File: config.mk
export PLATFORM = sky130hd
export DESIGN_NAME = ddrca_front
export DESIGN_NICKNAME = d
export VERILOG_FILES = /design/src/design/ddrca_pkg.sv /design/src/design/ddrca_front.sv
export SDC_FILE = /design/constraint.sdc
export NUM_CORES = 1
export LEC_CHECK = 0
export BUFFER_PORTS_ARGS = -buffer_cell sky130_fd_sc_hd__buf_2
export CAP_MARGIN = 20
export CORE_ASPECT_RATIO = 1.1
export CORE_MARGIN = 3
export CORE_UTILIZATION = 55
export CTS_BUF_LIST = sky130_fd_sc_hd__clkbuf_4
export CTS_CLUSTER_DIAMETER = 100
export DETAILED_ROUTE_END_ITERATION = 6
export PLACE_DENSITY = 0.8
export RECOVER_POWER = 50
export SYNTH_ARGS = -nofsm -noshare
export SYNTH_HDL_FRONTEND = slang
export SYNTH_SLANG_ARGS = --single-unit
File: constraint.sdc
create_clock -name core_clk -period 7 [get_ports core_clk]
set_input_delay 0 -clock core_clk [delete_from_list [all_inputs] [get_ports core_clk]]
set_output_delay 0 -clock core_clk [all_outputs]
set_load 0.1 [all_outputs]
File: src/design/ddrca_pkg.sv
// Purpose: shared constants and types of the command/address front end
// Assumes: one 50 MHz clock stands in for the memory's true clock
// Notes: register offsets are byte addresses on the avalon slave
package ddrca_pkg;
  // array geometry
  localparam int NBANK = 8;
  localparam int BA_W = 3;
  localparam int ROW_W = 13;
  localparam int COL_W = 10;
  localparam int DQ_W = 16;
  // address lines with extra meaning
  localparam int AP_BIT = 10;
  localparam int BC_BIT = 12;
  // clock rate, used for nothing but documenting cycle counts
  localparam int CLK_HZ = 50_000_000;
  // avalon register byte offsets
  localparam logic [4:0] OFS_MR0 = 5'h00;
  localparam logic [4:0] OFS_MR1 = 5'h04;
  localparam logic [4:0] OFS_MR2 = 5'h08;
  localparam logic [4:0] OFS_MR3 = 5'h0C;
  localparam logic [4:0] OFS_STAT = 5'h10;
  // mode register fields
  localparam int MR0_BL4_BIT = 0;
  localparam int MR0_BT_BIT = 3;
  localparam int MR0_CL_LSB = 4;
  localparam int CL_W = 4;
  localparam int MR1_AL_LSB = 3;
  localparam int AL_W = 2;
  // additive latency codes
  localparam logic [1:0] AL_ZERO = 2'h0;
  localparam logic [1:0] AL_CLM1 = 2'h1;
  localparam logic [1:0] AL_CLM2 = 2'h2;
  // reset values: burst 8, sequential, read latency 5, no additive
  localparam logic [ROW_W-1:0] MR0_RST = 13'h0050;
  localparam logic [ROW_W-1:0] MRX_RST = 13'h0000;
  // status word fields
  localparam int ST_OPEN_LSB = 0;
  localparam int ST_PWR_LSB = 8;
  localparam int ST_BUSY_BIT = 10;
  localparam int ST_ERR_BIT = 11;
  localparam int ST_CKE_BIT = 12;
  localparam int ST_REF_LSB = 16;
  // burst phases, gray along idle-wait-burst
  typedef enum logic [1:0] {
    PH_IDLE = 2'b00,
    PH_WAIT = 2'b01,
    PH_BURST = 2'b11
  } ddrca_phase_e;
  // power state
  typedef enum logic [1:0] {
    PW_NORM = 2'b00,
    PW_PDN = 2'b01,
    PW_SELF = 2'b11
  } ddrca_pwr_e;
  // decoded commands
  typedef enum logic [2:0] {
    CMD_NOP = 3'h0,
    CMD_OPEN = 3'h1,
    CMD_PRE = 3'h2,
    CMD_RD = 3'h3,
    CMD_WR = 3'h4,
    CMD_MRS = 3'h5,
    CMD_REF = 3'h6
  } ddrca_cmd_e;
endpackage

File: src/design/ddrca_front.sv
// Purpose: command, address and clock-gate front end of a ddr3 memory
// Assumes: core_clk rising edge is the true-rising crossing of the pair
// Notes: each clock cycle carries two data beats, rise half then fall half

// Behaviour
// - capture all inputs on true-rising crossing
// - read beats on both clock crossings
// - gate low freezes state from next cycle
// - gate low, banks idle: power-down or self-refresh
// - bank lines route command to one bank
// - bank-open latches thirteen row lines
// - read/write takes ten column lines plus options
// - mode write loads address as op code
// - burst of four or eight beats
// - sequential or interleaved beat order
// - additive latency zero, cl-1 or cl-2
// - strobe driven by memory reads, controller writes
// - eight banks open or idle independently
// - chip select high masks every command
// - strobe levels decode open, precharge, read, write
// - line 10 selects auto or all-bank precharge
// - line 12 low chops the burst
module ddrca_front
(
  // clock and reset
  input wire logic core_clk,
  input wire logic rst_b,
  // avalon-mm register slave
  input wire logic [4:0] avs_address,
  input wire logic avs_read,
  input wire logic avs_write,
  input wire logic [31:0] avs_writedata,
  input wire logic [3:0] avs_byteenable,
  output logic [31:0] avs_readdata,
  output logic avs_waitrequest,
  // command and address pins
  input wire logic cke,
  input wire logic cs_b,
  input wire logic ras_b,
  input wire logic cas_b,
  input wire logic we_b,
  input wire logic [ddrca_pkg::BA_W-1:0] bank_select_lines,
  input wire logic [ddrca_pkg::ROW_W-1:0] address_lines,
  // data pins, split into rise and fall halves
  input wire logic [ddrca_pkg::DQ_W-1:0] dq_rise_i,
  input wire logic [ddrca_pkg::DQ_W-1:0] dq_fall_i,
  input wire logic dqs_i,
  output logic [ddrca_pkg::DQ_W-1:0] dq_rise_o,
  output logic [ddrca_pkg::DQ_W-1:0] dq_fall_o,
  output logic dq_oe,
  output logic dqs_o,
  output logic dqs_oe,
  // cell array port
  output logic arr_req,
  output logic arr_we,
  output logic [ddrca_pkg::BA_W-1:0] arr_bank,
  output logic [ddrca_pkg::ROW_W-1:0] arr_row,
  output logic [ddrca_pkg::COL_W-1:0] arr_col_a,
  output logic [ddrca_pkg::COL_W-1:0] arr_col_b,
  output logic [31:0] arr_wdata,
  input wire logic [31:0] arr_rdata
);
  import ddrca_pkg::*;

  // gate sampled at the last edge
  logic cke_ff;
  // internal clock runs this cycle
  logic run;
  // command from pins before and after masking
  ddrca_cmd_e cmd_raw;
  ddrca_cmd_e cmd;
  // mode registers
  logic [ROW_W-1:0] mr_ff [4];
  // bank state
  logic [NBANK-1:0] open_ff;
  logic [ROW_W-1:0] row_ff [NBANK];
  // burst engine state
  ddrca_phase_e phase_ff;
  logic [4:0] lat_cnt_ff;
  logic [1:0] beat_ff;
  logic bst_we_ff;
  logic bst_bt_ff;
  logic bst_len4_ff;
  logic bst_ap_ff;
  logic [BA_W-1:0] bst_bank_ff;
  logic [COL_W-1:0] bst_col_ff;
  // derived burst terms
  logic [4:0] lat;
  logic start;
  logic bad;
  logic last;
  logic bst_end;
  // power state and status
  ddrca_pwr_e pwr_ff;
  logic err_ff;
  logic [15:0] ref_cnt_ff;
  // read drive flag for dq and strobe
  logic drv_ff;
  // bus handshake
  logic ack_ff;
  logic [31:0] rdata_ff;
  logic bus_wr;
  logic [31:0] stat;

  // beat column for beat i of a burst starting at c
  function automatic logic [COL_W-1:0] burst_col(
    input logic [COL_W-1:0] c,
    input logic [2:0] i,
    input logic il,
    input logic b4
  );
    logic [2:0] lo;
    lo = il ? (c[2:0] ^ i) : (c[2:0] + i);
    // a chopped burst wraps inside its four-column half
    if (b4)
    begin
      lo[2] = c[2];
    end
    return {c[COL_W-1:3], lo};
  endfunction

  // byte-lane merge of a bus write into a mode register
  function automatic logic [ROW_W-1:0] be_merge(
    input logic [ROW_W-1:0] old,
    input logic [31:0] wd,
    input logic [3:0] be
  );
    logic [ROW_W-1:0] r;
    r = old;
    if (be[0])
    begin
      r[7:0] = wd[7:0];
    end
    if (be[1])
    begin
      r[ROW_W-1:8] = wd[ROW_W-1:8];
    end
    return r;
  endfunction

  // gate capture; everything is sampled on the rising edge only
  always_ff @(posedge core_clk or negedge rst_b)
  begin
    if (!rst_b)
    begin
      cke_ff <= 1'b0;
    end
    else
    begin
      cke_ff <= cke;
    end
  end

  // low gate at the last edge suspends the internal clock now
  assign run = cke_ff;

  // strobe decode, chip select is part of the code
  always_comb
  begin
    case ({cs_b, ras_b, cas_b, we_b})
      4'b0011: cmd_raw = CMD_OPEN;
      4'b0010: cmd_raw = CMD_PRE;
      4'b0101: cmd_raw = CMD_RD;
      4'b0100: cmd_raw = CMD_WR;
      4'b0000: cmd_raw = CMD_MRS;
      4'b0001: cmd_raw = CMD_REF;
      default: cmd_raw = CMD_NOP;
    endcase
  end

  // commands count only with the gate high at this and the last edge
  assign cmd = (run && cke && pwr_ff == PW_NORM) ? cmd_raw : CMD_NOP;

  // total read latency; a zero setting is held at one cycle
  always_comb
  begin
    logic [4:0] cl;
    logic [4:0] al;
    cl = {1'b0, mr_ff[0][MR0_CL_LSB +: CL_W]};
    al = 5'd0;
    case (mr_ff[1][MR1_AL_LSB +: AL_W])
      AL_CLM1: al = (cl > 5'd1) ? cl - 5'd1 : 5'd0;
      AL_CLM2: al = (cl > 5'd2) ? cl - 5'd2 : 5'd0;
      default: al = 5'd0;
    endcase
    lat = cl + al;
    if (lat == 5'd0)
    begin
      lat = 5'd1;
    end
  end

  // a burst may start only into an open bank with the engine idle
  assign start = (cmd == CMD_RD || cmd == CMD_WR) &&
                 open_ff[bank_select_lines] && phase_ff == PH_IDLE;
  // refused commands: access to an idle bank, overlap, reopening
  assign bad = ((cmd == CMD_RD || cmd == CMD_WR) && !start) ||
               (cmd == CMD_OPEN && open_ff[bank_select_lines]);
  assign last = beat_ff == (bst_len4_ff ? 2'd1 : 2'd3);
  assign bst_end = run && phase_ff == PH_BURST && last;

  // burst engine: latency wait, then two beats per cycle
  always_ff @(posedge core_clk or negedge rst_b)
  begin
    if (!rst_b)
    begin
      phase_ff <= PH_IDLE;
      lat_cnt_ff <= 5'd0;
      beat_ff <= 2'd0;
      bst_we_ff <= 1'b0;
      bst_bt_ff <= 1'b0;
      bst_len4_ff <= 1'b0;
      bst_ap_ff <= 1'b0;
      bst_bank_ff <= '0;
      bst_col_ff <= '0;
    end
    else if (run)
    begin
      case (phase_ff)
        PH_IDLE:
        begin
          if (start)
          begin
            bst_we_ff <= cmd == CMD_WR;
            bst_bank_ff <= bank_select_lines;
            bst_col_ff <= address_lines[COL_W-1:0];
            bst_ap_ff <= address_lines[AP_BIT];
            // fixed four, or chopped on the fly by a low line 12
            bst_len4_ff <= mr_ff[0][MR0_BL4_BIT] ||
                           !address_lines[BC_BIT];
            bst_bt_ff <= mr_ff[0][MR0_BT_BIT];
            beat_ff <= 2'd0;
            lat_cnt_ff <= lat - 5'd1;
            phase_ff <= (lat == 5'd1) ? PH_BURST : PH_WAIT;
          end
        end
        PH_WAIT:
        begin
          lat_cnt_ff <= lat_cnt_ff - 5'd1;
          if (lat_cnt_ff == 5'd1)
          begin
            phase_ff <= PH_BURST;
          end
        end
        PH_BURST:
        begin
          beat_ff <= beat_ff + 2'd1;
          if (last)
          begin
            phase_ff <= PH_IDLE;
          end
        end
        default: phase_ff <= PH_IDLE;
      endcase
    end
  end

  // bank table; auto precharge closes first so a new open still wins
  always_ff @(posedge core_clk or negedge rst_b)
  begin
    if (!rst_b)
    begin
      open_ff <= '0;
      for (int b = 0; b < NBANK; b++)
      begin
        row_ff[b] <= '0;
      end
    end
    else
    begin
      if (bst_end && bst_ap_ff)
      begin
        open_ff[bst_bank_ff] <= 1'b0;
      end
      if (cmd == CMD_PRE)
      begin
        // line 10 high closes every bank, low only the selected one
        if (address_lines[AP_BIT])
        begin
          open_ff <= '0;
        end
        else
        begin
          open_ff[bank_select_lines] <= 1'b0;
        end
      end
      if (cmd == CMD_OPEN && !open_ff[bank_select_lines])
      begin
        open_ff[bank_select_lines] <= 1'b1;
        row_ff[bank_select_lines] <= address_lines;
      end
    end
  end

  // mode registers; a pin mode write beats a bus write in the same cycle
  always_ff @(posedge core_clk or negedge rst_b)
  begin
    if (!rst_b)
    begin
      mr_ff[0] <= MR0_RST;
      mr_ff[1] <= MRX_RST;
      mr_ff[2] <= MRX_RST;
      mr_ff[3] <= MRX_RST;
    end
    else if (cmd == CMD_MRS && !bank_select_lines[BA_W-1])
    begin
      mr_ff[bank_select_lines[1:0]] <= address_lines;
    end
    else if (bus_wr && avs_address[4] == 1'b0)
    begin
      mr_ff[avs_address[3:2]] <= be_merge(mr_ff[avs_address[3:2]],
                                          avs_writedata, avs_byteenable);
    end
  end

  // power state: entry needs idle banks, refresh on entry picks self
  always_ff @(posedge core_clk or negedge rst_b)
  begin
    if (!rst_b)
    begin
      pwr_ff <= PW_NORM;
    end
    else if (pwr_ff != PW_NORM)
    begin
      if (cke)
      begin
        pwr_ff <= PW_NORM;
      end
    end
    else if (cke_ff && !cke && open_ff == '0 && phase_ff == PH_IDLE)
    begin
      pwr_ff <= (cmd_raw == CMD_REF) ? PW_SELF : PW_PDN;
    end
  end

  // refresh counter; refresh is only legal with every bank idle
  always_ff @(posedge core_clk or negedge rst_b)
  begin
    if (!rst_b)
    begin
      ref_cnt_ff <= 16'h0000;
    end
    else if (cmd == CMD_REF && open_ff == '0)
    begin
      ref_cnt_ff <= ref_cnt_ff + 16'h0001;
    end
  end

  // sticky refusal flag; a new refusal outranks the software clear
  always_ff @(posedge core_clk or negedge rst_b)
  begin
    if (!rst_b)
    begin
      err_ff <= 1'b0;
    end
    else if (bad)
    begin
      err_ff <= 1'b1;
    end
    else if (bus_wr && avs_address == OFS_STAT && avs_byteenable[1] &&
             avs_writedata[ST_ERR_BIT])
    begin
      err_ff <= 1'b0;
    end
  end

  // array access: two columns per cycle, one per clock crossing
  assign arr_bank = bst_bank_ff;
  assign arr_row = row_ff[bst_bank_ff];
  assign arr_col_a = burst_col(bst_col_ff, {beat_ff, 1'b0},
                               bst_bt_ff, bst_len4_ff);
  assign arr_col_b = burst_col(bst_col_ff, {beat_ff, 1'b1},
                               bst_bt_ff, bst_len4_ff);
  // write beats count only while the controller's strobe runs
  assign arr_req = run && phase_ff == PH_BURST && (!bst_we_ff || dqs_i);
  assign arr_we = arr_req && bst_we_ff;
  assign arr_wdata = {dq_fall_i, dq_rise_i};

  // read output: rise half and fall half from flops, frozen with the gate
  always_ff @(posedge core_clk or negedge rst_b)
  begin
    if (!rst_b)
    begin
      dq_rise_o <= '0;
      dq_fall_o <= '0;
      drv_ff <= 1'b0;
    end
    else if (run)
    begin
      if (phase_ff == PH_BURST && !bst_we_ff)
      begin
        dq_rise_o <= arr_rdata[DQ_W-1:0];
        dq_fall_o <= arr_rdata[31:DQ_W];
        drv_ff <= 1'b1;
      end
      else
      begin
        drv_ff <= 1'b0;
      end
    end
  end

  // memory drives dq and strobe only during read beats
  assign dq_oe = drv_ff;
  assign dqs_oe = drv_ff;
  assign dqs_o = drv_ff;

  // status word
  always_comb
  begin
    stat = 32'h0000_0000;
    stat[ST_OPEN_LSB +: NBANK] = open_ff;
    stat[ST_PWR_LSB +: 2] = pwr_ff;
    stat[ST_BUSY_BIT] = phase_ff != PH_IDLE;
    stat[ST_ERR_BIT] = err_ff;
    stat[ST_CKE_BIT] = cke_ff;
    stat[ST_REF_LSB +: 16] = ref_cnt_ff;
  end

  // bus: one wait cycle, then the access is taken with waitrequest low
  assign avs_waitrequest = (avs_read || avs_write) && !ack_ff;
  assign bus_wr = avs_write && ack_ff;
  assign avs_readdata = rdata_ff;

  // handshake flop and read data, loaded in the wait cycle
  always_ff @(posedge core_clk or negedge rst_b)
  begin
    if (!rst_b)
    begin
      ack_ff <= 1'b0;
      rdata_ff <= 32'h0000_0000;
    end
    else
    begin
      ack_ff <= (avs_read || avs_write) && !ack_ff;
      if (avs_read && !ack_ff)
      begin
        // unmapped offsets read as zero
        if (avs_address[4] == 1'b0 && avs_address[1:0] == 2'b00)
        begin
          rdata_ff <= {19'h0_0000, mr_ff[avs_address[3:2]]};
        end
        else if (avs_address == OFS_STAT)
        begin
          rdata_ff <= stat;
        end
        else
        begin
          rdata_ff <= 32'h0000_0000;
        end
      end
    end
  end
endmodule // ddrca_front

==> results by group <==
Clock tree
  – Post_cts resized: 0
  – Clk slew on worst S/H paths: 0.07 ns
  – Post-CTS Setup Bufs: 0
  – CTS tree: yes
  – CTS max path bufs: 3
  – Sink Count: about 270
  – H-tree depth reported by CTS: 3
  – CTS Root Cell: clkbuf_4
  – Total CTS buffers: 72
  – Worst-Skew Late Latency: 0.69 ns

Synth
  – Post-synth EDFFs: 0
  – #FFs+latches synth: 273
  – Synth Flop Type: dfrtp_1
  – Count of warnings emitted by yosys: 0
  – Cell Area, Synth: 13660 sq um
  – Ys async rst share: 100.0%
  – Post-synth cell types: 76
  – Sequential area share after synthesis: approximately half
  – Gate count after technology mapping: 1207
  – Avg Cell Area, Syn: ~11 sq um

Run status
  – Outcome: finished, violations left
  – Violated checks: negative hold slack, max-capacitance violations, max-slew violations

Power and ir drop
  – Gate power share: 39.7%
  – Flop pwr share: 35.6%
  – Int Pwr: 2.991 mW
  – Sw Pwr: roughly 2.6 mW
  – Worst-case vdd ir drop: 0.2958 mV
  – Sw Share: between 40% and 50%
  – Clock Power Share: 24.7%
  – Pleak: 7.360 nW
  – PwrDens: 346.2 nW/um^2

Final layout
  – Syn-to-layout area delta: 17.31%
  – Final core occ: 66.60%
  – Nets: about 1600
  – Most common cell after layout, fill and taps aside: dfrtp_1
  – Layout fillers: between 1500 and 2000
  – Layout cells sized above 1: between 20% and 30%
  – Most frequent cells in the layout: dfrtp_1 (271), mux2_2 (154), clkbuf_4 (104)

Floorplan
  – Width of the die: 156.3 um
  – Total core area: around 24000 sq um
  – Num rows: 59
  – Die footprint: 26770 sq um
  – Initial Util: 56.77%
  – Ports: 269
  – Die span in y: roughly 170 um

Min path
  – HP Class: in -> async

Global route
  – Vias in the first global route: around 11000
  – GRT Total Usage: 26.92%
  – Grt ovf: 0
  – Largest net degree at the start of global routing: about 120
  – First-pass GRT wire length: 57210 um
  – Initial antenna violation count: 1

Drt
  – DR vias/cell: 5.993
  – Drc violations: 0
  – Drt initial violations: 916
  – Detailed Routing Iterations Pass 1: 7
  – Antenna-violating nets left: 0
  – Routed WL: 36250 um
  – Routed len/inst: 20.29 um
  – Vias post-DR: 10710

Worst setup path
  – Startpoint Class: flip-flop
  – Reg2reg setup slack: a little under 2 ns
  – Critical Path End Type: flip-flop
  – CP Data Required Time: 7.55 ns
  – WS Path Type: reg -> reg
  – Max FO, Critical Path: 7
  – Origin of the critical flop-to-flop path: mr_ff[45]$_DFFE_PN1P_
  – CP arrival: 5.60 ns
  – Crit path from: mr_ff[45]$_DFFE_PN1P_

Place
  – Pre-CTS setup slack: 2.036 ns
  – DP HPWL: about 23000 um
  – Routability-driven placement congestion ratio: 0.8459
  – IO buf count: 180

STA
  – Relative slew slack: -161.0%
  – Tcrit/Tclk final: 72.04%
  – Final setup violation count: 0
  – Unrepaired setup endpoints after global routing: false
  – Slew @ Worst Pin: around 4 ns
  – Highest clock rate: 198.3 MHz
  – Max Clock Skew: about 0.037 ns
  – Setup_tns: 0 ns
  – Pins over their slew limit: 132
  – Hold WS: -0.02717 ns
  – Hold Violations, Final: 13
  – Final WS setup: 1.957 ns
  – Minimum clock period: 5.043 ns

Job
  – Max-cap violations: 2
-- flip-flops by register name (all words and copies together), names as in the netlist, 5 cells and up --
signal        cells
mr_ff            52
avs_readdata     29
lat_cnt_ff        5
open_ff           8
row_ff          104
ref_cnt_ff       16
dq_rise_o        16
dq_fall_o        16
bst_col_ff       10
-- metrics by stage --
step	hold slack (ns)	total power, mW	cells	cell area [sq um]
6_report	-0.02717	5.548	1787	16030
5_1_grt	0.0002244	5.814	1787	16030
4_1_cts	0.0006813	5.611	1786	16140
3_5_place_dp	0.0006813	4.185	1576	14370
3_3_place_gp	0.0006813	4.150	1576	14370
2_1_floorplan	-0.2956	3.869	1209	13670
-- Yosys cell counts, types with 4 or more instances --
library cell,count,area share (%)
dfrtp_1,271,50
mux2_2,155,13
nand2_1,103,2.8
a22oi_1,85,4.7
o21ai_0,74,2.7
clkbuf_1,67,1.8
buf_4,58,3.2
nor2_1,51,1.4
inv_1,29,0.80
nand3_1,26,0.95
a21oi_1,24,0.88
nor2b_1,20,0.92
ha_1,18,1.6
xnor2_1,17,1.1
a221o_1,14,1.0
nor3_1,14,0.51
mux4_2,13,2.1
a221oi_1,12,0.77
nand4_1,12,0.55
xor2_1,10,0.64
mux2_4,9,0.99
nand2b_1,9,0.41
a22o_1,6,0.38
and3_1,6,0.27
o221ai_1,6,0.38
o31ai_1,6,0.33
buf_2,4,0.15
buf_6,4,0.33
mux2_1,4,0.33
nor3_4,4,0.48
nor3b_1,4,0.22
-- critical path: stages (launching register included) --
cell	delay, ns
dfstp_2	0.62
inv_1	0.10
ha_1	0.21
ha_1	0.18
inv_1	0.12
nand3_1	0.17
nor2_1	0.13
nor2_1	0.06
nor2_1	0.08
ha_1	0.18
inv_1	0.06
fa_1	0.43
nand2b_1	0.17
o2bb2ai_1	0.14
a211o_1	0.30
a2111oi_0	0.74
or2_2	0.24
inv_1	0.05
ha_1	0.21
nand3b_1	0.09
mux2_2	0.17
a211o_1	0.12
nand3_1	0.08
a221o_1	0.29
-- cell type report --
cell class                 count  area [sq um]  share of cell area, %
sequential                   273          6834                  42.64
inverter                      30         112.6                 0.7026
tap                          305         381.6                  2.381
antenna                        1         2.502                0.01561
clock buffer                 104         780.7                  4.871
clock inverter                18         111.4                 0.6948
timing repair buffer         285          1809                  11.29
multi-input combinational    771          5996                  37.41
-- routing by layer --
metal  wire length [um]  share of wire [%]  GRT usage, %
met1              14790                 41         34.85
met2              16990                 47         43.69
met3               3121                8.6         5.687
met4               1343                3.7         12.60
met5                  0                  0             0
-- cells by family after synthesis --
group,after synthesis,synth area share (%)
AO/OA/AOI/OAI,259,13.15
other,1,0.02745
XOR/XNOR,27,1.731
multiplexers,181,16.24
AND/OR/NAND/NOR,281,10.51
buffers and inverters,165,6.383
flip-flops,273,50.02
adder cells (fa/ha/maj),20,1.941
-- power by group through the flow --
stage / sequential (mW) / combinational (mW) / clock, mW
global placement: 1.98 / 2.17 / 0
finish: 1.97 / 2.20 / 1.37
floorplan: 2.71 / 1.16 / 0
global route: 2.00 / 2.33 / 1.49
CTS: 1.97 / 2.24 / 1.41
detailed placement: 1.99 / 2.19 / 0
-- what timing repair did --
| item | CTS | global route |
|---|---|---|
| setup endpoints to repair | 0 | 0 |
| endpoints found under the hold margin | 354 | 0 |
| hold buffers | 88 | 0 |
-- worst paths after layout --
path / to / depth (start not counted)
min in group core_clk: arr_wdata[7] / 0
worst min register to register: ref_cnt_ff[15]$_DFFE_PN0P_ / 1
worst max register to register: lat_cnt_ff[4]$_DFFE_PN0P_ / 23
max in group asynchronous: mr_ff[8]$_DFFE_PN0P_ / 3
worst min-delay path: dq_rise_o[8]$_DFFE_PN0P_ / 2
worst max-delay path: lat_cnt_ff[4]$_DFFE_PN0P_ / 23
Note: power is estimated with default switching activity, not from simulation.
